===== src/pkg/uart_pkg.sv =====
// constants, types and state layout of the async serial port
package uart_pkg;
    // register byte offsets
    localparam logic [7:0] OFF_CTRL = 8'h00;
    localparam logic [7:0] OFF_DATA = 8'h04;
    localparam logic [7:0] OFF_PWR = 8'h08;
    localparam logic [7:0] OFF_T2CTRL = 8'h0C;
    localparam logic [7:0] OFF_T2RLD = 8'h10;
    localparam logic [7:0] OFF_TMODE = 8'h14;
    localparam logic [7:0] OFF_T1RLD = 8'h18;
    // serial_control_reg fields
    localparam int B_MODE_HI = 7;
    localparam int B_MODE_LO = 6;
    localparam int B_MP = 5;
    localparam int B_REN = 4;
    localparam int B_TB8 = 3;
    localparam int B_RB8 = 2;
    localparam int B_TI = 1;
    localparam int B_RI = 0;
    // other fields
    localparam int B_DOUBLE = 7;
    localparam int B_T2OVF = 7;
    localparam int B_T2EXT = 6;
    localparam int B_T2RX = 5;
    localparam int B_T2TX = 4;
    localparam logic [3:0] T1_AUTORELOAD = 4'h2;
    // reset values
    localparam logic [7:0] RST_BYTE = 8'h00;
    localparam logic [15:0] RST_WORD = 16'h0000;
    // modes
    localparam logic [1:0] MODE_SHIFT = 2'h0;
    localparam logic [1:0] MODE_8VAR = 2'h1;
    localparam logic [1:0] MODE_9FIX = 2'h2;
    localparam logic [1:0] MODE_9VAR = 2'h3;
    // timing counts
    localparam logic [3:0] PH_LAST = 4'hF;
    localparam logic [3:0] PH_MID = 4'h7;
    localparam logic [3:0] M0_LAST = 4'hB;
    localparam logic [3:0] BITS_M0 = 4'h8;
    localparam logic [3:0] BITS_M8 = 4'h9;
    localparam logic [3:0] BITS_M9 = 4'hA;

    typedef enum logic [1:0] {TX_IDLE, TX_WAIT, TX_SEND} tx_state_e;
    typedef enum logic [1:0] {RX_IDLE, RX_START, RX_DATA} rx_state_e;

    typedef struct packed {
        logic psel;
        logic penable;
        logic pwrite;
        logic [7:0] paddr;
        logic [31:0] pwdata;
    } apb_req_s;

    typedef struct packed {
        logic pready;
        logic pslverr;
        logic [31:0] prdata;
    } apb_rsp_s;

    typedef struct packed {
        logic rx_m, rx_s, rx_p, ext_m, ext_s, ext_p;
        logic pready, pslverr;
        logic [31:0] prdata;
        logic [7:0] ctrl, rxd, tmode, t1rld;
        logic dbl, tf2, timer_two_external_flag, rclk, tx_rate_from_timer_two;
        logic [15:0] t2rld, t2cnt;
        logic [7:0] t1cnt;
        logic t1half, t2pre, m2pre;
        logic [3:0] m0cnt;
        tx_state_e txst;
        logic [9:0] txsh;
        logic [3:0] txph, txbits;
        logic txline;
        rx_state_e rxst;
        logic [9:0] rxsh;
        logic [3:0] rxph, rxbits;
    } state_s;
endpackage : uart_pkg


===== src/hdl/uart_async_modes_baud_select.sv =====
// async serial port with mode framing and baud source selection
//
// Our own choices: the register offsets and register access over APB.
`timescale 1ns/1ps
// What this block does
// - 8-bit variable mode: start low, eight data LSB first, stop high
// - data register write starts transmit; 8-bit mode loads stop as ninth
// - transmit flag set as the stop bit begins on the line
// - receiver starts on a falling receive edge, needs a valid start
// - 8-bit receive: data to register, stop to ninth flag, set flag
// - frame kept only if receive flag clear and stop bit high
// - 9-bit fixed mode: start, eight data, ninth bit, stop
// - 9-bit transmit loads ninth bit; shifting starts on next tick
// - 9-bit receive: data to register, ninth to flag, set flag
// - 9-bit variable mode equals fixed mode with timer rate
// - async receive needs enable; shift mode needs enable and clear flag
// - shift mode bit rate is core clock over twelve
// - 9-bit fixed rate core over 32, or over 16 when doubled
// - variable rates from timer one, timer two, or one each way
// - timer one rate is overflow rate times doubling over 32
// - timer one autoreload gives core over 256 minus reload byte
// - timer two: sixteen overflows per bit, counts every two clocks
// - each clock-select bit moves only its own direction to timer two
// - timer two rate is core over thirty-two times 65536 minus reload
// - 9-bit modes with multiprocessor enable drop ninth-bit-zero frames
// - timer two overflow flag not set while used as rate source
module uart_async_modes_baud_select (
    // clock, reset, enable
    input wire logic CORE_CLK_IN,
    input wire logic RESETN_IN,
    input wire logic CE_IN,
    // register bus
    input wire uart_pkg::apb_req_s APB_REQ_IN,
    output uart_pkg::apb_rsp_s APB_RSP_OUT,
    // serial lines and the timer two external edge input
    input wire logic RX_IN,
    input wire logic EXT_EDGE_IN,
    output logic TX_OUT
);
    uart_pkg::state_s st_q;
    uart_pkg::state_s st_d;
    logic rst_meta_q;
    logic rst_n;
    logic [1:0] mode;
    logic nine, mode0, acc, wr, hit, tx_load;
    logic ovf1, ovf2, m0_tick, m2_tick, t1_tick;
    logic tx_tick, rx_tick, ti_set, ri_set, fall, accept;
    logic [3:0] last, mid, total;
    logic [31:0] rdval;

    function automatic logic [3:0] next_ph(input logic [3:0] ph,
                                           input logic [3:0] lim);
        next_ph = (ph == lim) ? 4'h0 : ph + 4'h1;
    endfunction : next_ph

    // variable modes pick timer two per direction, else timer one
    function automatic logic pick_tick(input logic [1:0] md,
                                       input logic use_t2,
                                       input logic t0, input logic t2f,
                                       input logic t1, input logic t2);
        case (md)
            uart_pkg::MODE_SHIFT: pick_tick = t0;
            uart_pkg::MODE_9FIX: pick_tick = t2f;
            default: pick_tick = use_t2 ? t2 : t1;
        endcase
    endfunction : pick_tick

    // reset released through two flops
    always_ff @(posedge CORE_CLK_IN or negedge RESETN_IN) begin
        if (!RESETN_IN) begin
            rst_meta_q <= 1'b0;
            rst_n <= 1'b0;
        end else begin
            rst_meta_q <= 1'b1;
            rst_n <= rst_meta_q;
        end
    end

    always_comb begin
        st_d = st_q;
        rdval = 32'h0000_0000;
        hit = 1'b1;
        tx_load = 1'b0;
        ovf1 = 1'b0;
        ovf2 = 1'b0;
        ti_set = 1'b0;
        ri_set = 1'b0;
        accept = 1'b0;
        mode = {st_q.ctrl[uart_pkg::B_MODE_HI],
                st_q.ctrl[uart_pkg::B_MODE_LO]};
        nine = mode[1];
        mode0 = (mode == uart_pkg::MODE_SHIFT);
        // synchronisers; the second stage is sampled, the third is used only to find edges
        st_d.rx_m = RX_IN;
        st_d.rx_s = st_q.rx_m;
        st_d.rx_p = st_q.rx_s;
        st_d.ext_m = EXT_EDGE_IN;
        st_d.ext_s = st_q.ext_m;
        st_d.ext_p = st_q.ext_s;
        fall = st_q.rx_p & ~st_q.rx_s;

        // apb: access phase answered one cycle later
        acc = APB_REQ_IN.psel & APB_REQ_IN.penable & ~st_q.pready;
        wr = acc & APB_REQ_IN.pwrite;
        case (APB_REQ_IN.paddr)
            uart_pkg::OFF_CTRL: begin
                rdval = {24'h0, st_q.ctrl};
                if (wr) begin
                    st_d.ctrl = APB_REQ_IN.pwdata[7:0];
                end
            end
            uart_pkg::OFF_DATA: begin
                rdval = {24'h0, st_q.rxd};
                tx_load = wr;
            end
            uart_pkg::OFF_PWR: begin
                rdval = {24'h0, st_q.dbl, 7'h00};
                if (wr) begin
                    st_d.dbl = APB_REQ_IN.pwdata[uart_pkg::B_DOUBLE];
                end
            end
            uart_pkg::OFF_T2CTRL: begin
                rdval = {24'h0, st_q.tf2, st_q.timer_two_external_flag, st_q.rclk,
                         st_q.tx_rate_from_timer_two, 4'h0};
                if (wr) begin
                    st_d.tf2 = APB_REQ_IN.pwdata[uart_pkg::B_T2OVF];
                    st_d.timer_two_external_flag = APB_REQ_IN.pwdata[uart_pkg::B_T2EXT];
                    st_d.rclk = APB_REQ_IN.pwdata[uart_pkg::B_T2RX];
                    st_d.tx_rate_from_timer_two = APB_REQ_IN.pwdata[uart_pkg::B_T2TX];
                end
            end
            uart_pkg::OFF_T2RLD: begin
                rdval = {16'h0, st_q.t2rld};
                if (wr) begin
                    st_d.t2rld = APB_REQ_IN.pwdata[15:0];
                end
            end
            uart_pkg::OFF_TMODE: begin
                rdval = {24'h0, st_q.tmode};
                if (wr) begin
                    st_d.tmode = APB_REQ_IN.pwdata[7:0];
                end
            end
            uart_pkg::OFF_T1RLD: begin
                rdval = {24'h0, st_q.t1rld};
                if (wr) begin
                    st_d.t1rld = APB_REQ_IN.pwdata[7:0];
                end
            end
            default: begin
                hit = 1'b0;
                tx_load = 1'b0;
            end
        endcase
        st_d.pready = acc;
        if (acc) begin
            st_d.pslverr = ~hit;
            st_d.prdata = APB_REQ_IN.pwrite ? 32'h0000_0000 : rdval;
        end else begin
            st_d.pslverr = 1'b0;
        end

        // timer one, 8-bit autoreload only
        if (st_q.tmode[7:4] == uart_pkg::T1_AUTORELOAD) begin
            if (st_q.t1cnt == 8'hFF) begin
                st_d.t1cnt = st_q.t1rld;
                ovf1 = 1'b1;
            end else begin
                st_d.t1cnt = st_q.t1cnt + 8'h01;
            end
        end
        if (ovf1) begin
            st_d.t1half = ~st_q.t1half;
        end
        t1_tick = ovf1 & (st_q.dbl | st_q.t1half);

        // timer two runs as rate source, counting every second clock
        if (st_q.tx_rate_from_timer_two | st_q.rclk) begin
            st_d.t2pre = ~st_q.t2pre;
            if (st_q.t2pre) begin
                if (st_q.t2cnt == 16'hFFFF) begin
                    st_d.t2cnt = st_q.t2rld;
                    ovf2 = 1'b1;
                end else begin
                    st_d.t2cnt = st_q.t2cnt + 16'h0001;
                end
            end
        end

        // a reload write loads the count too, so a new rate starts at once
        if (wr && APB_REQ_IN.paddr == uart_pkg::OFF_T2RLD) begin
            st_d.t2cnt = APB_REQ_IN.pwdata[15:0];
        end
        // fixed dividers: ticks are 16 per bit in async modes
        st_d.m2pre = ~st_q.m2pre;
        m2_tick = st_q.dbl | st_q.m2pre;
        m0_tick = (st_q.m0cnt == uart_pkg::M0_LAST);
        st_d.m0cnt = m0_tick ? 4'h0 : st_q.m0cnt + 4'h1;

        tx_tick = pick_tick(mode, st_q.tx_rate_from_timer_two, m0_tick, m2_tick,
                            t1_tick, ovf2);
        rx_tick = pick_tick(mode, st_q.rclk, m0_tick, m2_tick,
                            t1_tick, ovf2);
        // shift mode has one tick per bit, so it samples on every one
        last = mode0 ? 4'h0 : uart_pkg::PH_LAST;
        mid = mode0 ? 4'h0 : uart_pkg::PH_MID;
        total = mode0 ? uart_pkg::BITS_M0 :
                (nine ? uart_pkg::BITS_M9 : uart_pkg::BITS_M8);

        // transmitter
        case (st_q.txst)
            uart_pkg::TX_IDLE: begin
                st_d.txline = 1'b1;
            end
            uart_pkg::TX_WAIT: begin
                if (tx_tick) begin
                    st_d.txph = 4'h0;
                    st_d.txst = uart_pkg::TX_SEND;
                    if (mode0) begin
                        st_d.txline = st_q.txsh[0];
                        st_d.txsh = {1'b1, st_q.txsh[9:1]};
                        st_d.txbits = 4'h1;
                    end else begin
                        st_d.txline = 1'b0;
                        st_d.txbits = 4'h0;
                    end
                end
            end
            uart_pkg::TX_SEND: begin
                if (tx_tick) begin
                    st_d.txph = next_ph(st_q.txph, last);
                    if (st_q.txph == last) begin
                        if (st_q.txbits == total) begin
                            st_d.txst = uart_pkg::TX_IDLE;
                            st_d.txline = 1'b1;
                            ti_set = mode0;
                        end else begin
                            st_d.txline = st_q.txsh[0];
                            st_d.txsh = {1'b1, st_q.txsh[9:1]};
                            st_d.txbits = st_q.txbits + 4'h1;
                            ti_set = ~mode0 &
                                (st_q.txbits + 4'h1 == total);
                        end
                    end
                end
            end
            default: begin
                st_d.txst = uart_pkg::TX_IDLE;
            end
        endcase
        // a write restarts the shifter even mid-frame
        if (tx_load) begin
            st_d.txsh = {1'b1,
                         nine ? st_q.ctrl[uart_pkg::B_TB8] : 1'b1,
                         APB_REQ_IN.pwdata[7:0]};
            st_d.txst = uart_pkg::TX_WAIT;
        end

        // receiver
        case (st_q.rxst)
            uart_pkg::RX_IDLE: begin
                st_d.rxph = 4'h0;
                st_d.rxbits = 4'h0;
                if (st_q.ctrl[uart_pkg::B_REN]) begin
                    if (mode0) begin
                        if (!st_q.ctrl[uart_pkg::B_RI]) begin
                            st_d.rxst = uart_pkg::RX_DATA;
                        end
                    end else if (fall) begin
                        st_d.rxst = uart_pkg::RX_START;
                    end
                end
            end
            uart_pkg::RX_START: begin
                if (rx_tick) begin
                    st_d.rxph = next_ph(st_q.rxph, last);
                    if (st_q.rxph == mid && st_q.rx_s) begin
                        st_d.rxst = uart_pkg::RX_IDLE;
                    end else if (st_q.rxph == last) begin
                        st_d.rxst = uart_pkg::RX_DATA;
                    end
                end
            end
            uart_pkg::RX_DATA: begin
                if (rx_tick) begin
                    st_d.rxph = next_ph(st_q.rxph, last);
                    if (st_q.rxph == mid) begin
                        st_d.rxsh[st_q.rxbits] = st_q.rx_s;
                        st_d.rxbits = st_q.rxbits + 4'h1;
                        if (st_q.rxbits + 4'h1 == total) begin
                            st_d.rxst = uart_pkg::RX_IDLE;
                            accept = ~st_q.ctrl[uart_pkg::B_RI] &
                                (mode0 |
                                 ((nine ? st_d.rxsh[9] : st_d.rxsh[8]) &
                                  (~(nine & st_q.ctrl[uart_pkg::B_MP]) |
                                   st_d.rxsh[8])));
                        end
                    end
                end
            end
            default: begin
                st_d.rxst = uart_pkg::RX_IDLE;
            end
        endcase
        if (accept) begin
            st_d.rxd = st_d.rxsh[7:0];
            ri_set = 1'b1;
            if (!mode0) begin
                st_d.ctrl[uart_pkg::B_RB8] = st_d.rxsh[8];
            end
        end

        // hardware sets win over a software clear in the same cycle
        if (ti_set) begin
            st_d.ctrl[uart_pkg::B_TI] = 1'b1;
        end
        if (ri_set) begin
            st_d.ctrl[uart_pkg::B_RI] = 1'b1;
        end
        if (st_q.ext_p & ~st_q.ext_s) begin
            st_d.timer_two_external_flag = 1'b1;
        end
    end

    always_ff @(posedge CORE_CLK_IN or negedge rst_n) begin
        if (!rst_n) begin
            st_q <= '0;
            st_q.rx_m <= 1'b1;
            st_q.rx_s <= 1'b1;
            st_q.rx_p <= 1'b1;
            st_q.ext_m <= 1'b1;
            st_q.ext_s <= 1'b1;
            st_q.ext_p <= 1'b1;
            st_q.ctrl <= uart_pkg::RST_BYTE;
            st_q.t2rld <= uart_pkg::RST_WORD;
            st_q.txst <= uart_pkg::TX_IDLE;
            st_q.rxst <= uart_pkg::RX_IDLE;
            st_q.txline <= 1'b1;
        end else if (CE_IN) begin
            st_q <= st_d;
        end
    end

    assign TX_OUT = st_q.txline;
    assign APB_RSP_OUT.pready = st_q.pready;
    assign APB_RSP_OUT.pslverr = st_q.pslverr;
    assign APB_RSP_OUT.prdata = st_q.prdata;
endmodule : uart_async_modes_baud_select


===== config.mk =====
export PLATFORM = sky130hd
export DESIGN_NAME = uart_async_modes_baud_select
export DESIGN_NICKNAME = d
export VERILOG_FILES = /design/src/pkg/uart_pkg.sv /design/src/hdl/uart_async_modes_baud_select.sv
export SDC_FILE = /design/constraint.sdc
export NUM_CORES = 1
export LEC_CHECK = 0
export BUFFER_PORTS_ARGS = -buffer_cell sky130_fd_sc_hd__buf_4
export CORE_MARGIN = 1.5
export CORE_UTILIZATION = 40
export CTS_BUF_LIST = sky130_fd_sc_hd__clkbuf_16
export DETAILED_ROUTE_END_ITERATION = 12
export PLACE_DENSITY_LB_ADDON = 0.1
export SLEW_MARGIN = 20
export SYNTH_ARGS = -nofsm -noshare
export SYNTH_HDL_FRONTEND = slang
export SYNTH_SLANG_ARGS = --single-unit

===== constraint.sdc =====
create_clock -name CORE_CLK_IN -period 4.5 [get_ports CORE_CLK_IN]
set_clock_uncertainty 0.05 [all_clocks]
set_input_delay 0.9 -clock CORE_CLK_IN [delete_from_list [all_inputs] [get_ports CORE_CLK_IN]]
set_output_delay 0.9 -clock CORE_CLK_IN [all_outputs]
set_load 0.02 [all_outputs]

==> metrics.cfg <==
[drt]
drt-pass1-iter-count = 5
viasPerCell = 5.738
routed_wl_um = 22730
drt_iter0_markers = 508
route.met3.wl_um = 1071
top_layer_used = met4
wire_per_inst_um = 19.28
vias = 6765
dr_wl_met2_um = 10100
postRouteAntennaNets = 0
remaining_drc_errors = 0
drt-met1-wl_um = 11130

[cells_and_area]
fin_area_um2 = 9644
final_common_cell = dfrtp_1
final_net_count = 958
antenna_cells = 0
area_growth_pct = 11.44
drive_above_1_share_pct = 22.79
final_cell_mix = dfrtp_1, nand2_1, mux2_2, buf_4

[synth]
synth_xor_area_share_pct = 1.518
yosysUniqueCellTypes = 77
synth_top_family_by_area = simple AND/OR/NAND/NOR gates
synth_edf_count = 0
synth_compound_area_share_pct = 16.03
post_synth.cell_area_avg_um2 = 9.846
synthAdderAreaFrac_pct = 2.602
syn_area_um2 = 8655
yosys.area.top_type = dfrtp_1
syn_inst = 879
ys_seq_elements = 151
yosys.area_share.simple_pct = 16.16
ys.flop_type = dfrtp_1
synth.mux.area_fraction_pct = 13.53
synth.top_cell.area_share_pct = 41.64
ys_async_sr_fraction_pct = 100.0
synth_area_leaders = dfrtp_1, mux2_2, nand2_1
ys_seq_area_share_pct = 43.76
ys_warn_count = 0

[timing]
max_slew_margin_pct = 35.59
setup_viol = 0
rsz0062_at_grt = no
drv_slew = 0
max_freq_mhz = 278.9
finalCritPeriodShare_pct = 79.67
worst_slew_pin_slew_ns = 0.9661
fin_ws_ns = 0.9150
final_hold_viol_count = 0
tns_ns = 0
min_period_ns = 3.585

[placement]
gp_congestion = 0.8792
pre_cts_ws_ns = 0.7752
dpl_cell_area_um2 = 9074
portBuffers = 50
hpwl_um = 15850

[job]
maxCapViolations = 0

[setup_path]
cp_cell_sequence = or4b_2 > nor2_1 > nand3b_1 > a2111oi_2 > and2_1 > mux2_2
worst-path-buf-inv = 0
worstSetupPathDepth = 6
r2r-start = st_q[105]$_DFFE_PN0P_
startpoint_type = register
path_class = register to register
cp_top_family = simple AND/OR/NAND/NOR gates
crit_arrival_ns = 3.84
ff2ff_path_depth = 6
critPathMaxFanout = 15
critical_path.startpoint = st_q[105]$_DFFE_PN0P_
crit_required_ns = 4.76
crit_slowest_cell = or4b_2
r2r_slack_ns = 0.91
critPathCaptureType = register
slowest_delay_ns = 0.69

[clock_network]
clk_root_buffer_cell = clkbuf_16
cts_hold_buf = 0
post_cts_buffers = 0
clk_pin_slew_ns = 0.06
ctsHtreeMaxLevel = 4
tritoncts = built
clk_latency_ns = 0.43
cts_buffers = 17
cts_resized = 0
clock-sinks = 151
cts_buffer_depth = 2

[floorplan]
rows = 53
die_w_um = 150.1
core_area_um2 = 21150
die_y_um = 150.1
io_pins = 83
initial_core_util_pct = 40.91
dieArea_um2 = 22530

[run_status]
status = complete, no violations

[grt]
grt_usage_pct = 21.08
grt_max_degree = 78
grt_pass1_vias = 6543
grt_pass1_wl_um = 36490
gr-total-overflow = 0
antenna_found_initial = 0

[pwr]
finalPower_mw = 3.180
p_leak_nw = 4.340
peakVddDrop_uv = 244.3
power_density_nw_per_um2 = 329.8

[worst_hold_path]
hold_class = input port to asynchronous set/reset pin

## final timing paths
| path | endpoint |
|---|---|
| max in group asynchronous | st_d[162]$_DFFE_PN1P_ |
| min reg2reg | rst_n$_DFF_PN0_ |
| max | st_q[112]$_DFFE_PN0P_ |
| min in group CORE_CLK_IN | rst_n$_DFF_PN0_ |
| max reg2reg | st_q[112]$_DFFE_PN0P_ |
| min | rst_n$_DFF_PN0_ |
## state kept, by name (all words and copies together), names as in the netlist
name,flops
mode,2
st_d,4
rst_n,1
APB_RSP_OUT,18
TX_OUT,1
st_q,124
rst_meta_q,1
## metal layers
layer / vias to the layer above / track usage, %
met2: 221 / 31.26
met4: 0 / 6.765
met1: 3341 / 31.03
met5: - / 0
li1: 3174 / -
met3: 29 / 3.697
## where the power goes
group / switching, mW / internal [mW]
combinational: 0.154 / 0.112
sequential: 0.0767 / 1.42
clock: 0.567 / 0.853
total: 0.798 / 2.38
## synth_stat cells, drive strengths merged (3+ instances only)
master	count
a2111oi	6
a211o	3
a211oi	10
a21o	7
a21oi	39
a22o	12
a22oi	7
a31oi	12
a32o	3
a41oi	4
and2	3
and4	4
buf	43
clkbuf	39
dfrtp	144
dfstp	7
ha	18
inv	24
mux2	86
mux2i	18
nand2	104
nand2b	6
nand3	32
nand3b	8
nand4	12
nor2	46
nor3	21
nor4	9
o211ai	6
o21a	7
o21ai	46
o22ai	9
o2bb2ai	4
o311ai	4
o31ai	6
o32ai	4
or2	8
or3	7
or4	4
xnor2	10
xor2	5
## worst reg2reg max path, delay by kind of cell (launching register included)
family / cells / cell delay [ns]
multiplexers: 1 / 0.39
flip-flops: 1 / 0.39
AO/OA/AOI/OAI: 1 / 0.69
AND/OR/NAND/NOR: 4 / 1.95
## through the flow
stage,util (%),hold slack [ns],std cells
3_5_place_dp,42.89,0.2927,1148
4_1_cts,45.59,0.1666,1179
6_report,45.59,0.1811,1179
3_3_place_gp,42.89,0.2911,1148
2_1_floorplan,-,0.2811,894
5_1_grt,45.59,0.1657,1179
## cell families (layout without fill, tap and decap cells)
| logic type | after synthesis | count (layout) |
|---|---|---|
| multiplexers | 105 | 105 |
| other | 2 | 17 |
| XOR/XNOR | 15 | 15 |
| buffers and inverters | 106 | 116 |
| AO/OA/AOI/OAI | 203 | 203 |
| adder cells (fa/ha/maj) | 18 | 18 |
| flip-flops | 151 | 151 |
| AND/OR/NAND/NOR | 279 | 279 |
## cell type report
cell class                 count  area [um2]
fill                        2015       11510
multi-input combinational    637        4378
sequential                   151        3791
timing repair buffer          61       470.5
clock buffer                  17       425.4
tap                          275       344.1
clock inverter                14       145.1
inverter                      24       90.09
No activity file was read; power rests on OpenSTA's default activity.
